$ cat config.mk
export PLATFORM = sky130hd
export DESIGN_NAME = srd_top
export DESIGN_NICKNAME = d
export VERILOG_FILES = /design/src/pkg/srd_pkg.sv /design/src/rtl/srd_sync.sv /design/src/rtl/srd_top.sv
export VERILOG_INCLUDE_DIRS = /design/src /design/src/pkg
export SDC_FILE = /design/constraint.sdc
export NUM_CORES = 1
export LEC_CHECK = 0
export ABC_AREA = 1
export CAP_MARGIN = 30
export CORE_UTILIZATION = 65
export CTS_BUF_LIST = sky130_fd_sc_hd__clkbuf_4
export DETAILED_ROUTE_END_ITERATION = 10
export DONT_BUFFER_PORTS = 1
export PLACE_DENSITY_LB_ADDON = 0.15
export SYNTH_ARGS = -nofsm -noshare
export SYNTH_HDL_FRONTEND = slang
export SYNTH_HIERARCHICAL = 1
export SYNTH_SLANG_ARGS = --single-unit
$ cat constraint.sdc
create_clock -name clk -period 4.4 [get_ports clk]
set_clock_uncertainty 0.2 [all_clocks]
set_input_delay 0.44 -clock clk [delete_from_list [all_inputs] [get_ports clk]]
set_output_delay 0.44 -clock clk [all_outputs]
set_load 0.05 [all_outputs]
$ cat src/pkg/srd_defines.svh
// Summary of operation
// - Frame bit 23 must be the inverse of bit 22; this checks frame alignment.
// - Frame device-address bits are compared with the two hardware address pins.
// - Five register-select bits 20..16 choose the target register of a write.
// - Four readback modes are chosen by the mode field of readback select.
// - Writing register 0x13 sets a pointer; the next frame returns that register.
// - A new select write in the second frame is returned in the next frame.
// - Readback frames start with the marker 0b10 in the two top bits, except the echo frames of echo mode.
// - Readback frame carries fault bit 21, address 20..16, data 15..0.
// - Autostatus mode returns the status word in every transaction.
// - Status word holds fault, diagnostics, watchdog, busy, channel and ADC result.
// - Shared-select flag is set by a valid write, cleared at select fall.
// - Shared-select mode drives data-out only in a frame that begins with that flag set.
// - Echo mode returns the previous command word in every second frame.
// - CRC on accepts only 32-bit frames; CRC off accepts 24 or 32.
// - An access to a reserved register address is flagged as invalid.
`ifndef SRD_DEFINES_SVH
`define SRD_DEFINES_SVH

// ==========================================================
// Register addresses
`define SRD_NOP_ADDR       5'h00
`define SRD_RB_SELECT_ADDR 5'h13
`define SRD_RSV_LO_ADDR    5'h19
`define SRD_RSV_HI_ADDR    5'h1B
`define SRD_LAST_ADDR      5'h1C

// ==========================================================
// Field positions and values
`define SRD_PTR_MSB        4
`define SRD_PTR_LSB        0
`define SRD_MODE_MSB       9
`define SRD_MODE_LSB       8
`define SRD_SYNC_MARK      2'h2
`define SRD_RB_RESET       16'h0000
`define SRD_CRC_FILL       8'h00

// ==========================================================
// Frame lengths in serial clocks
`define SRD_LEN_CRC        6'h20
`define SRD_LEN_NOCRC      6'h18
`define SRD_CNT_MAX        6'h3F

// Reset levels of the pin synchronisers: select idles high.
`define SRD_PIN_RST        6'h02

`endif

$ cat src/pkg/srd_pkg.sv
`default_nettype none

package srd_pkg;

  typedef enum logic [1:0] {
    SRD_TWO_STAGE,
    SRD_AUTOSTATUS,
    SRD_SHARED,
    SRD_ECHO
  } srd_mode_t;

  typedef enum logic {
    SRD_IDLE,
    SRD_ACTIVE
  } srd_frame_t;

endpackage

`default_nettype wire

$ cat src/rtl/srd_sync.sv
`timescale 1ns/1ps
`default_nettype none

module srd_sync #(
  parameter logic RST_VAL = 1'b0
) (
  // Clock and reset
  input  wire logic clk,
  input  wire logic rst,
  // Asynchronous level in, synchronised level out
  input  wire logic d,
  output logic      q
);

  logic meta_reg;
  logic sync_reg;

  always_ff @(posedge clk) begin
    if (rst) begin
      meta_reg <= RST_VAL;
      sync_reg <= RST_VAL;
    end else begin
      meta_reg <= d;
      sync_reg <= meta_reg;
    end
  end

  assign q = sync_reg;

endmodule // srd_sync

`default_nettype wire

$ cat src/rtl/srd_top.sv
`timescale 1ns/1ps
`default_nettype none
`include "srd_defines.svh"

module srd_top import srd_pkg::*; (
  // Clock and reset
  input  wire logic        clk,
  input  wire logic        rst,
  // Serial pins
  input  wire logic        sclk,
  input  wire logic        sync_n,
  input  wire logic        sdi,
  output logic             sdo,
  output logic             sdo_oe_n,
  // Hardware address pins and fault pin
  input  wire logic        dev_addr_hi,
  input  wire logic        dev_addr_lo,
  input  wire logic        fault_pin,
  // Frame CRC enable
  input  wire logic        crc_en,
  // Status sources
  input  wire logic        digital_diag_summary,
  input  wire logic        analog_diag_summary,
  input  wire logic        watchdog_flag,
  input  wire logic        adc_busy,
  input  wire logic [4:0]  conv_channel_code,
  input  wire logic [11:0] adc_result,
  // Register file side
  input  wire logic [15:0] rb_data,
  output logic [4:0]       rb_ptr,
  output logic [1:0]       rb_mode,
  output logic             wr_strobe,
  output logic [4:0]       wr_addr,
  output logic [15:0]      wr_data,
  output logic             invalid_access
);

  // ==========================================================
  // Pin synchronisers
  localparam logic [5:0] PIN_RST = `SRD_PIN_RST;

  logic [5:0] pin_raw;
  logic [5:0] pin_s;

  assign pin_raw = {fault_pin, dev_addr_lo, dev_addr_hi, sdi, sync_n, sclk};

  genvar gi;
  generate
    for (gi = 0; gi < 6; gi++) begin : g_sync
      srd_sync #(
        .RST_VAL (PIN_RST[gi])
      ) u_sync (
        .clk (clk),
        .rst (rst),
        .d   (pin_raw[gi]),
        .q   (pin_s[gi])
      );
    end
  endgenerate

  logic sclk_s;
  logic sync_s;
  logic sdi_s;
  logic [1:0] addr_s;
  logic fault_s;

  assign sclk_s  = pin_s[0];
  assign sync_s  = pin_s[1];
  assign sdi_s   = pin_s[2];
  assign addr_s  = {pin_s[3], pin_s[4]};
  assign fault_s = pin_s[5];

  function automatic logic is_reserved(input logic [4:0] a);
    is_reserved = ((a >= `SRD_RSV_LO_ADDR) && (a <= `SRD_RSV_HI_ADDR)) || (a > `SRD_LAST_ADDR);
  endfunction

  // ==========================================================
  // Edge detection
  logic sclk_q;
  logic sync_q;
  logic sclk_fall;
  logic sync_fall;
  logic sync_rise;

  always_ff @(posedge clk) begin
    if (rst) begin
      sclk_q <= 1'b0;
      sync_q <= 1'b1;
    end else begin
      sclk_q <= sclk_s;
      sync_q <= sync_s;
    end
  end

  assign sclk_fall = sclk_q & ~sclk_s;
  assign sync_fall = sync_q & ~sync_s;
  assign sync_rise = ~sync_q & sync_s;

  // ==========================================================
  // Frame state and receive shifter
  srd_frame_t  frame_reg;
  logic [5:0]  cnt_reg;
  logic [31:0] rx_reg;

  always_ff @(posedge clk) begin
    if (rst) begin
      frame_reg <= SRD_IDLE;
    end else begin
      case (frame_reg)
        SRD_IDLE:   if (sync_fall) frame_reg <= SRD_ACTIVE;
        SRD_ACTIVE: if (sync_rise) frame_reg <= SRD_IDLE;
        default:    frame_reg <= SRD_IDLE;
      endcase
    end
  end

  always_ff @(posedge clk) begin
    if (rst) begin
      cnt_reg <= 6'h00;
      rx_reg  <= 32'h0000_0000;
    end else if (sync_fall) begin
      cnt_reg <= 6'h00;
    end else if (frame_reg == SRD_ACTIVE && sclk_fall) begin
      rx_reg <= {rx_reg[30:0], sdi_s};
      if (cnt_reg != `SRD_CNT_MAX) cnt_reg <= cnt_reg + 6'h01;
    end
  end

  // ==========================================================
  // Frame decode at the end of a frame
  logic        frame_end;
  logic        len_ok;
  logic [23:0] cmd;
  logic        slip_ok;
  logic        addr_ok;
  logic        frame_ok;
  logic [4:0]  cmd_reg_sel;
  logic [15:0] cmd_data;
  logic        cmd_rsv;

  assign frame_end = (frame_reg == SRD_ACTIVE) && sync_rise;
  // With CRC off a 32-bit frame ignores its final byte.
  assign len_ok = (cnt_reg == `SRD_LEN_CRC) || (!crc_en && cnt_reg == `SRD_LEN_NOCRC);
  assign cmd = (cnt_reg == `SRD_LEN_NOCRC) ? rx_reg[23:0] : rx_reg[31:8];
  assign slip_ok = cmd[23] == ~cmd[22];
  assign addr_ok = cmd[22:21] == addr_s;
  assign frame_ok = len_ok && slip_ok && addr_ok;
  assign cmd_reg_sel = cmd[20:16];
  assign cmd_data = cmd[15:0];
  assign cmd_rsv = is_reserved(cmd_reg_sel) ||
                   (cmd_reg_sel == `SRD_RB_SELECT_ADDR && is_reserved(cmd_data[`SRD_PTR_MSB:`SRD_PTR_LSB]));

  // ==========================================================
  // Write strobe, readback select register and invalid flag
  logic        wr_strobe_reg;
  logic [4:0]  wr_addr_reg;
  logic [15:0] wr_data_reg;
  logic        invalid_reg;
  logic [15:0] rb_reg;
  logic [23:0] last_cmd_reg;

  always_ff @(posedge clk) begin
    if (rst) begin
      wr_strobe_reg <= 1'b0;
      invalid_reg   <= 1'b0;
      wr_addr_reg   <= 5'h00;
      wr_data_reg   <= 16'h0000;
    end else begin
      wr_strobe_reg <= frame_end && frame_ok && !cmd_rsv;
      invalid_reg   <= frame_end && frame_ok && cmd_rsv;
      if (frame_end && frame_ok) begin
        wr_addr_reg <= cmd_reg_sel;
        wr_data_reg <= cmd_data;
      end
    end
  end

  // The pointer takes effect on the very next frame, so reads can be pipelined.
  always_ff @(posedge clk) begin
    if (rst) begin
      rb_reg <= `SRD_RB_RESET;
    end else if (frame_end && frame_ok && !cmd_rsv && cmd_reg_sel == `SRD_RB_SELECT_ADDR) begin
      rb_reg <= cmd_data;
    end
  end

  always_ff @(posedge clk) begin
    if (rst) begin
      last_cmd_reg <= 24'h00_0000;
    end else if (frame_end && len_ok) begin
      last_cmd_reg <= cmd;
    end
  end

  srd_mode_t mode;
  logic [4:0] ptr;

  assign mode = srd_mode_t'(rb_reg[`SRD_MODE_MSB:`SRD_MODE_LSB]);
  assign ptr  = rb_reg[`SRD_PTR_MSB:`SRD_PTR_LSB];

  // ==========================================================
  // Shared-select flag and echo phase
  logic shared_flag_reg;
  logic echo_phase_reg;

  // A valid write wins over a clear; both cannot meet in one cycle anyway.
  always_ff @(posedge clk) begin
    if (rst) begin
      shared_flag_reg <= 1'b0;
    end else if (frame_end && frame_ok) begin
      shared_flag_reg <= 1'b1;
    end else if (sync_fall) begin
      shared_flag_reg <= 1'b0;
    end
  end

  always_ff @(posedge clk) begin
    if (rst || mode != SRD_ECHO) begin
      echo_phase_reg <= 1'b0;
    end else if (sync_fall) begin
      echo_phase_reg <= ~echo_phase_reg;
    end
  end

  // ==========================================================
  // Transmit frame selection
  logic [23:0] status_word;
  logic [15:0] rd_value;
  logic [23:0] payload;

  assign status_word = {`SRD_SYNC_MARK, fault_s, digital_diag_summary, analog_diag_summary,
                        watchdog_flag, adc_busy, conv_channel_code, adc_result};

  always_comb begin
    rd_value = rb_data;
    if (ptr == `SRD_RB_SELECT_ADDR) rd_value = rb_reg;
    else if (ptr == `SRD_NOP_ADDR) rd_value = 16'h0000;
    case (mode)
      SRD_TWO_STAGE:  payload = {`SRD_SYNC_MARK, fault_s, ptr, rd_value};
      SRD_AUTOSTATUS: payload = status_word;
      SRD_SHARED:     payload = status_word;
      SRD_ECHO:       payload = echo_phase_reg ? last_cmd_reg : status_word;
      default:        payload = status_word;
    endcase
  end

  // ==========================================================
  // Transmit shifter and output enable
  logic [31:0] tx_reg;
  logic        sdo_oe_n_reg;

  // The CRC byte is not generated here; trailing bits shift out as zero.
  always_ff @(posedge clk) begin
    if (rst) begin
      tx_reg <= 32'h0000_0000;
    end else if (sync_fall) begin
      tx_reg <= {payload, `SRD_CRC_FILL};
    end else if (frame_reg == SRD_ACTIVE && sclk_fall) begin
      tx_reg <= {tx_reg[30:0], 1'b0};
    end
  end

  always_ff @(posedge clk) begin
    if (rst || sync_rise) begin
      sdo_oe_n_reg <= 1'b1;
    end else if (sync_fall) begin
      sdo_oe_n_reg <= (mode == SRD_SHARED) && !shared_flag_reg;
    end
  end

  assign sdo            = tx_reg[31];
  assign sdo_oe_n       = sdo_oe_n_reg;
  assign rb_ptr         = rb_reg[`SRD_PTR_MSB:`SRD_PTR_LSB];
  assign rb_mode        = rb_reg[`SRD_MODE_MSB:`SRD_MODE_LSB];
  assign wr_strobe      = wr_strobe_reg;
  assign wr_addr        = wr_addr_reg;
  assign wr_data        = wr_data_reg;
  assign invalid_access = invalid_reg;

  // ==========================================================
  // Assertions
  AST_SLIP_BAD: assert property (@(posedge clk) disable iff (rst)
    frame_end && !slip_ok |=> !wr_strobe_reg && !invalid_reg)
    else $error("bad slip bit frame was accepted");

  AST_ADDR_MATCH: assert property (@(posedge clk) disable iff (rst)
    wr_strobe_reg |-> $past(addr_ok) && $past(frame_end))
    else $error("write strobe without address match");

  AST_REG_SEL: assert property (@(posedge clk) disable iff (rst)
    wr_strobe_reg |-> wr_addr_reg == $past(cmd_reg_sel) && wr_data_reg == $past(cmd_data))
    else $error("write address or data not from frame");

  AST_RB_SELECT: assert property (@(posedge clk) disable iff (rst)
    frame_end && frame_ok && !cmd_rsv && cmd_reg_sel == `SRD_RB_SELECT_ADDR |=> rb_reg == $past(cmd_data))
    else $error("readback select not updated");

  AST_MARKER: assert property (@(posedge clk) disable iff (rst)
    sync_fall && !(mode == SRD_ECHO && echo_phase_reg) |=> tx_reg[31:30] == `SRD_SYNC_MARK)
    else $error("sync marker missing");

  AST_SHARED_CLR: assert property (@(posedge clk) disable iff (rst)
    sync_fall |=> !shared_flag_reg)
    else $error("shared flag not cleared at select fall");

  AST_SHARED_OE: assert property (@(posedge clk) disable iff (rst)
    $fell(sdo_oe_n_reg) |-> $past(sync_fall) && ($past(mode) != SRD_SHARED || $past(shared_flag_reg)))
    else $error("data-out driven without valid write");

  AST_LEN: assert property (@(posedge clk) disable iff (rst)
    frame_end && !len_ok |=> !wr_strobe_reg && $stable(rb_reg))
    else $error("frame of wrong length accepted");

  AST_RESERVED: assert property (@(posedge clk) disable iff (rst)
    frame_end && frame_ok && cmd_rsv |=> invalid_reg && !wr_strobe_reg)
    else $error("reserved access not flagged");

  AST_ECHO: assert property (@(posedge clk) disable iff (rst)
    sync_fall && mode == SRD_ECHO && echo_phase_reg |=> tx_reg[31:8] == $past(last_cmd_reg))
    else $error("echo frame does not repeat last command");

  AST_AUTOSTATUS: assert property (@(posedge clk) disable iff (rst)
    sync_fall && mode == SRD_AUTOSTATUS |=> tx_reg[31:8] == $past(status_word))
    else $error("autostatus frame is not the status word");

endmodule // srd_top

`default_nettype wire

-- Word-level counts from Yosys, hierarchy flattened
Cells that the tools add are included.
Widths: inputs -> output; s select.
- mux-type cells: 12
- bitwise operators: 10
- equal/unequal tests: 11
- add/sub/neg operators: 1
- order comparisons: 6
- reductions and logical operators: 31
- operators with widths (operator ; count):
    $pmux 24 s3 ; 1
    $mux 32 ; 2
    $mux 24 ; 2
    $mux 16 ; 2
    $logic_and 1x1->1 ; 14
    $eq 5x5->1 const B ; 2
    $ge 5x5->1 const B ; 2
    $gt 5x5->1 const B ; 2
    $le 5x5->1 const B ; 2
    $not 1->1 ; 7
    $add 6x1->6 const B ; 1
    $eq 6x5->1 const B ; 1
    $eq 6x6->1 const B ; 1
    $logic_or 1x1->1 ; 6
    $ne 6x6->1 const B ; 1
    $logic_not 5->1 ; 1
    $eq 2x2->1 const B ; 2
    $mux 1 ; 4
    $reduce_and 2->1 ; 2
    $reduce_bool 2->1 ; 2
    $reduce_or 2->1 ; 2
    $and 1x1->1 ; 3
    $logic_not 1->1 ; 3
    $eq 2x1->1 const B ; 1
    other kinds (5) ; 5
- input bits: 46
- output and inout bits: 32
- register bits after elaboration: 143
- logic and storage cells: 98

-- Longest topological paths before layout
- depth after elaboration: 10
- depth in mapped cells: 15
- gate-level depth less buffers: 14

-- Cells and area by module
The synthesis kept the hierarchy.
- modules (own cells, without submodules) (module ; cells an instance ; times used ; area each (µm²) ; sequential area each (µm²)):
    srd_top ; 856 ; 1 ; 6118.4 ; 2622.5
    srd_sync at g_sync[0].u_sync ... ; 6 ; 5 ; 55.1 ; 40.0
    srd_sync at g_sync[1].u_sync ; 7 ; 1 ; 58.8 ; 40.0

-- Worst setup path after synthesis
OpenSTA, ideal clock, no wires.
- path kind: register -> register
- from: register cnt_reg[0]
- to: register rb_reg[5]
- setup time: 113 ps
- period minus slack after synthesis: 2159 ps
- buffers on the path: 2
- stages on the path, launching flop included: 15
- data arrival time: 1846 ps
- slack: 2241 ps
- path through: dfxtp_1 > inv_1 > ha_1 > nand3_4 > buf_6 > nand2_1 > o21ai_1 > nand2_1 > nor2_4 > inv_2 > nor2_4 > buf_6 > nand3_1 > nand2_1 > nor2_1
- word-level cells in the longest chain between the ends: 10
- elaborated cells between the ends (all ways): 27
- those cells by class: order compare (6); eq/ne (5); mux (1); bitwise (1); reduce/logical (14)
- RTL lines (element ; RTL line ; source):
    start: declaration ; srd_top.sv:102 ; logic [5:0] cnt_reg;
    start signal: assignment ; srd_top.sv:125 ; if (cnt_reg != `SRD_CNT_MAX) cnt_reg <= cnt_reg + 6'h01;
    $eq 6x5->1 (no line) ; n/a ;
    $mux 24 ; srd_top.sv:144 ; assign cmd = (cnt_reg == `SRD_LEN_NOCRC) ? rx_reg[23:0] : rx_reg[31:8];
    $ge 5x5->1 (no line) or $le 5x5->1 (tied branches) ; n/a ;
    $logic_and 1x1->1 ; srd_top.sv:74 ; is_reserved = ((a >= `SRD_RSV_LO_ADDR) && (a <= `SRD_RSV_HI_ADDR)) || (a > `SRD_LAST_ADDR);
    $logic_or 1x1->1 ; srd_top.sv:74 ;
    $logic_and 1x1->1 ; srd_top.sv:151 ; (cmd_reg_sel == `SRD_RB_SELECT_ADDR && is_reserved(cmd_data[`SRD_PTR_MSB:`SRD_PTR_LSB]));
    $logic_or 1x1->1 ; srd_top.sv:150 ; assign cmd_rsv = is_reserved(cmd_reg_sel) ||
    $logic_not 1->1 ; srd_top.sv:182 ; end else if (frame_end && frame_ok && !cmd_rsv && cmd_reg_sel == `SRD_RB_SELECT_ADDR) begin
    $logic_and 1x1->1 ; srd_top.sv:182 ;
    $logic_and 1x1->1 (no line) ; n/a ;
    end signal: assignment ; srd_top.sv:181 ; rb_reg <= `SRD_RB_RESET;
    end signal: assignment ; srd_top.sv:183 ; rb_reg <= cmd_data;
    end: declaration ; srd_top.sv:159 ; logic [15:0] rb_reg;
Parallel ways exist; a longest one is shown, timed or not.
A chain may end at the register's enable or synchronous reset.

-- Worst setup path after layout
- from: register rb_reg[8]
- to: register tx_reg[12]
- word-level cells in the longest chain between the ends: 4
- elaborated cells between the ends (all ways): 7
- those cells by class: eq/ne (3); mux (2); reduce/logical (2)
- RTL lines (element ; RTL line ; source):
    $eq 2x2->1 or $eq 2x1->1 (tied branches) ; srd_top.sv:238 ; case (mode)
    $reduce_or 2->1 (no line) ; n/a ;
    $pmux 24 s3 * ; srd_top.sv:238 ;
    $mux 32 * ; srd_top.sv:256 ; end else if (sync_fall) begin
    end signal: assignment ; srd_top.sv:257 ; tx_reg <= {payload, `SRD_CRC_FILL};
    end signal: assignment ; srd_top.sv:259 ; tx_reg <= {tx_reg[30:0], 1'b0};
    end: declaration ; srd_top.sv:249 ; logic [31:0] tx_reg;
Mark *: on every way between the ends. The rest lies on a longest branch, timed or not.

==> results.json <==
{
  "rows": 35,
  "syn_inst": 893,
  "grt_pass1_wl_mm": 26.7,
  "cp_max_fo": 29,
  "synth_compound_area_share_pct": 20.2,
  "cp_cell_sequence": "inv_1, ha_1, o21ai_0, inv_1, nand2_1, nand3_1, dlygate4sd3_1, a21oi_1",
  "hold_class": "primary input to register",
  "gp_congestion": 0.913,
  "cpPeakStageDelay_ns": 0.82,
  "ys_seq_area_share_pct": 44.4,
  "worst_pin_slew_ns": 1.04,
  "fin_nets": 920,
  "antenna_left": 0,
  "drt_wl_total_mm": 17.0,
  "slew_viol_final": 0,
  "hold_violations": 0,
  "clockBufferDepth": 2,
  "synthesis.nets": 944,
  "routedWlPerCell_um": 16.8,
  "grt_start_max_net_pins": 83,
  "die_y_um": 102,
  "syn_to_final_growth_pct": 5.68,
  "finalWorstSetupSlack_ns": 0.934,
  "dp_cells": 962,
  "finalCritPeriodShare_pct": 78.8,
  "port_buffers": 0,
  "design.core.area_sq_mm": 0.00942,
  "final-setup-viol-count": 0,
  "met2_length_mm": 7.96,
  "synth_fa_ha_area_share_pct": 0.970,
  "dr.pass1.iters": 5,
  "cp_common_cell": "inv_1",
  "setup_tns_ns": 0,
  "synth_top_family_by_area": "simple AND/OR/NAND/NOR gates",
  "grtUsageTotal_pct": 34.2,
  "slew_headroom_pct": 30.7,
  "postSynthAreaPerCell_sq_um": 7.23,
  "synth_area_sq_mm": 0.00645,
  "antenna_found_initial": 0,
  "die_area_sq_mm": 0.0103,
  "synth-xor-area-share_pct": 0.136,
  "dieWidth_um": 102,
  "fmax_mhz": 289,
  "crit_path_end_kind": "register",
  "p_per_area_mw_per_mm2": 338,
  "path_clk_slew_ns": 0.13,
  "highest_layer": "met4",
  "drv_cap": 0,
  "root_buffer": "clkbuf_4",
  "io_pins": 78,
  "path_buf_inv": 3,
  "min_from": "rb_data[7]",
  "gr-total-overflow": 0,
  "wl_met1_mm": 7.05,
  "num_vias": 5939,
  "rr_startpoint": "rb_reg[8]",
  "post-route-min-period_ns": 3.47,
  "n_fill_cell": 770,
  "drc": 0,
  "rsz0062_at_grt": "no",
  "worstPathRequired_ns": 4.64,
  "critical_path.startpoint": "rb_reg[8]",
  "tritoncts": "built",
  "cts_buffers": 17,
  "largest_reg_flops": 32,
  "grt_pass1_vias": 5388,
  "critPathTopFamily": "buffers and inverters",
  "cp.arrival_ns": 3.71,
  "critPathLaunchType": "register",
  "cts_sinks": 143,
  "cts-htree-levels": 4,
  "wl_met3_mm": 1.36,
  "drive_gt1_share_pct": 7.14,
  "ir_drop_mv": 0.304,
  "final_cells": 1011,
  "antenna_cells": 0,
  "ys_ff_latch": 143,
  "cellLeakagePower_nw": 2.75,
  "yosys_warnings": 6,
  "yosys.area_share.simple_pct": 24.8,
  "synthMuxAreaShare_pct": 0,
  "post-place-ws_ns": 1.13,
  "critPathSlowestCell": "ha_1",
  "hpwl_mm": 11.9,
  "cts_resized": 0,
  "worstSetupPathType": "register to register",
  "vias_per_cell": 5.87,
  "drt_iter0_markers": 462,
  "initial_utilization_pct": 68.5,
  "ys_types": 37,
  "outcome": "complete, no violations",
  "clk_latency_ns": 0.54
}
## report_power, final
part	leakage, nW	switching, mW	internal (mW)
Sequential	1.16	0.00972	1.31
Combinational	1.43	0.0477	0.0262
Clock	0.155	0.508	0.403
## placed cells by master, fill, tap and decap left out, drive strengths merged, types with 10 or more instances in the layout
cell type      n
dfxtp        143
dlygate4sd3   16
nand4         15
o21ai        111
nor2         117
a211oi        24
clkbuf        17
nand2        167
a31oi         10
a21oi         80
nand3         54
inv           84
## metal layers
layer / vias up / track usage (%)
li1: 2915 / -
met1: 2722 / 42.3
met2: 250 / 56.8
met3: 52 / 8.07
met4: 0 / 15.5
met5: - / 0
## Yosys cell counts
cell | n | area share (%)
nor2_8 | 1 | 0.31
inv_4 | 1 | 0.097
buf_4 | 10 | 1.2
dfxtp_1 | 143 | 44
nor3b_1 | 2 | 0.23
nor3_1 | 5 | 0.39
o21ai_1 | 2 | 0.16
clkbuf_1 | 45 | 2.6
ha_1 | 5 | 0.97
a21oi_2 | 1 | 0.14
nand3_4 | 2 | 0.54
nand3_2 | 1 | 0.16
a21boi_0 | 1 | 0.12
nor2_1 | 112 | 6.5
clkinv_1 | 1 | 0.058
nand2_4 | 1 | 0.17
or2_2 | 4 | 0.39
inv_1 | 75 | 4.4
buf_6 | 5 | 0.87
a22oi_1 | 3 | 0.35
nand2_2 | 8 | 0.78
a211oi_1 | 24 | 2.8
a31oi_1 | 10 | 0.97
buf_1 | 1 | 0.058
nand2_1 | 158 | 9.2
o22ai_1 | 2 | 0.19
inv_2 | 2 | 0.12
o21ai_0 | 108 | 8.4
a21oi_1 | 79 | 6.1
buf_2 | 3 | 0.23
nand3_1 | 51 | 4.0
o221ai_1 | 5 | 0.68
nor2_4 | 4 | 0.70
xnor2_1 | 1 | 0.14
nand4_1 | 15 | 1.5
o21ai_2 | 1 | 0.14
a32oi_1 | 1 | 0.14
## worst paths after layout
| kind | depth (start not counted) | slack (ns) | to |
|---|---|---|---|
| hold / removal | 4 | 0.008 | tx_reg[15] |
| setup / recovery | 8 | 0.93 | tx_reg[12] |
| hold reg to reg | 2 | 0.21 | g_sync[5].u_sync/q |
| setup reg to reg | 8 | 0.93 | tx_reg[12] |
## stage by stage
step                      utilization [%]  power (mW)  hold slack [ns]  area (sq um)
after floorplan                         -        1.39            0.187          6450
after global placement               67.2        1.39            0.192          6330
after detailed placement             67.2        1.40            0.196          6330
after CTS                            72.3        2.31         0.000435          6810
after global routing                 72.4        2.38          0.00686          6820
final                                72.4        2.30          0.00786          6820
## worst reg2reg max path, stage by stage (launching register included)
cell and delay, ns:
dfxtp_1 0.56, inv_1 0.19, ha_1 0.82, o21ai_0 0.36, inv_1 0.44, nand2_1 0.10, nand3_1 0.08, dlygate4sd3_1 0.58
a21oi_1 0.07
## timing repair
action                                 in CTS  in global routing
endpoints found under the hold margin      59                  2
setup buffers                               0                  0
setup endpoints to repair                   0                  0
hold buffers                               16                  1
## area by class of cell
class	instances	area [sq um]	share of cell area [%]
multi-input cells	607	2970	43.6
flip-flops and latches	143	2860	42.0
inverters	79	299	4.39
repair buffers	21	210	3.08
clock inverters	15	184	2.70
well taps	129	161	2.37
clock buffers	17	128	1.87
## kinds of logic (layout without fill, tap and decap cells)
group | Yosys count | count (layout)
simple gates | 364 | 364
fa+ha+maj | 5 | 5
xor+xnor | 1 | 1
compound gates | 237 | 237
buf+inv | 143 | 132
flops | 143 | 143
Note: power is estimated with default switching activity, not from simulation.
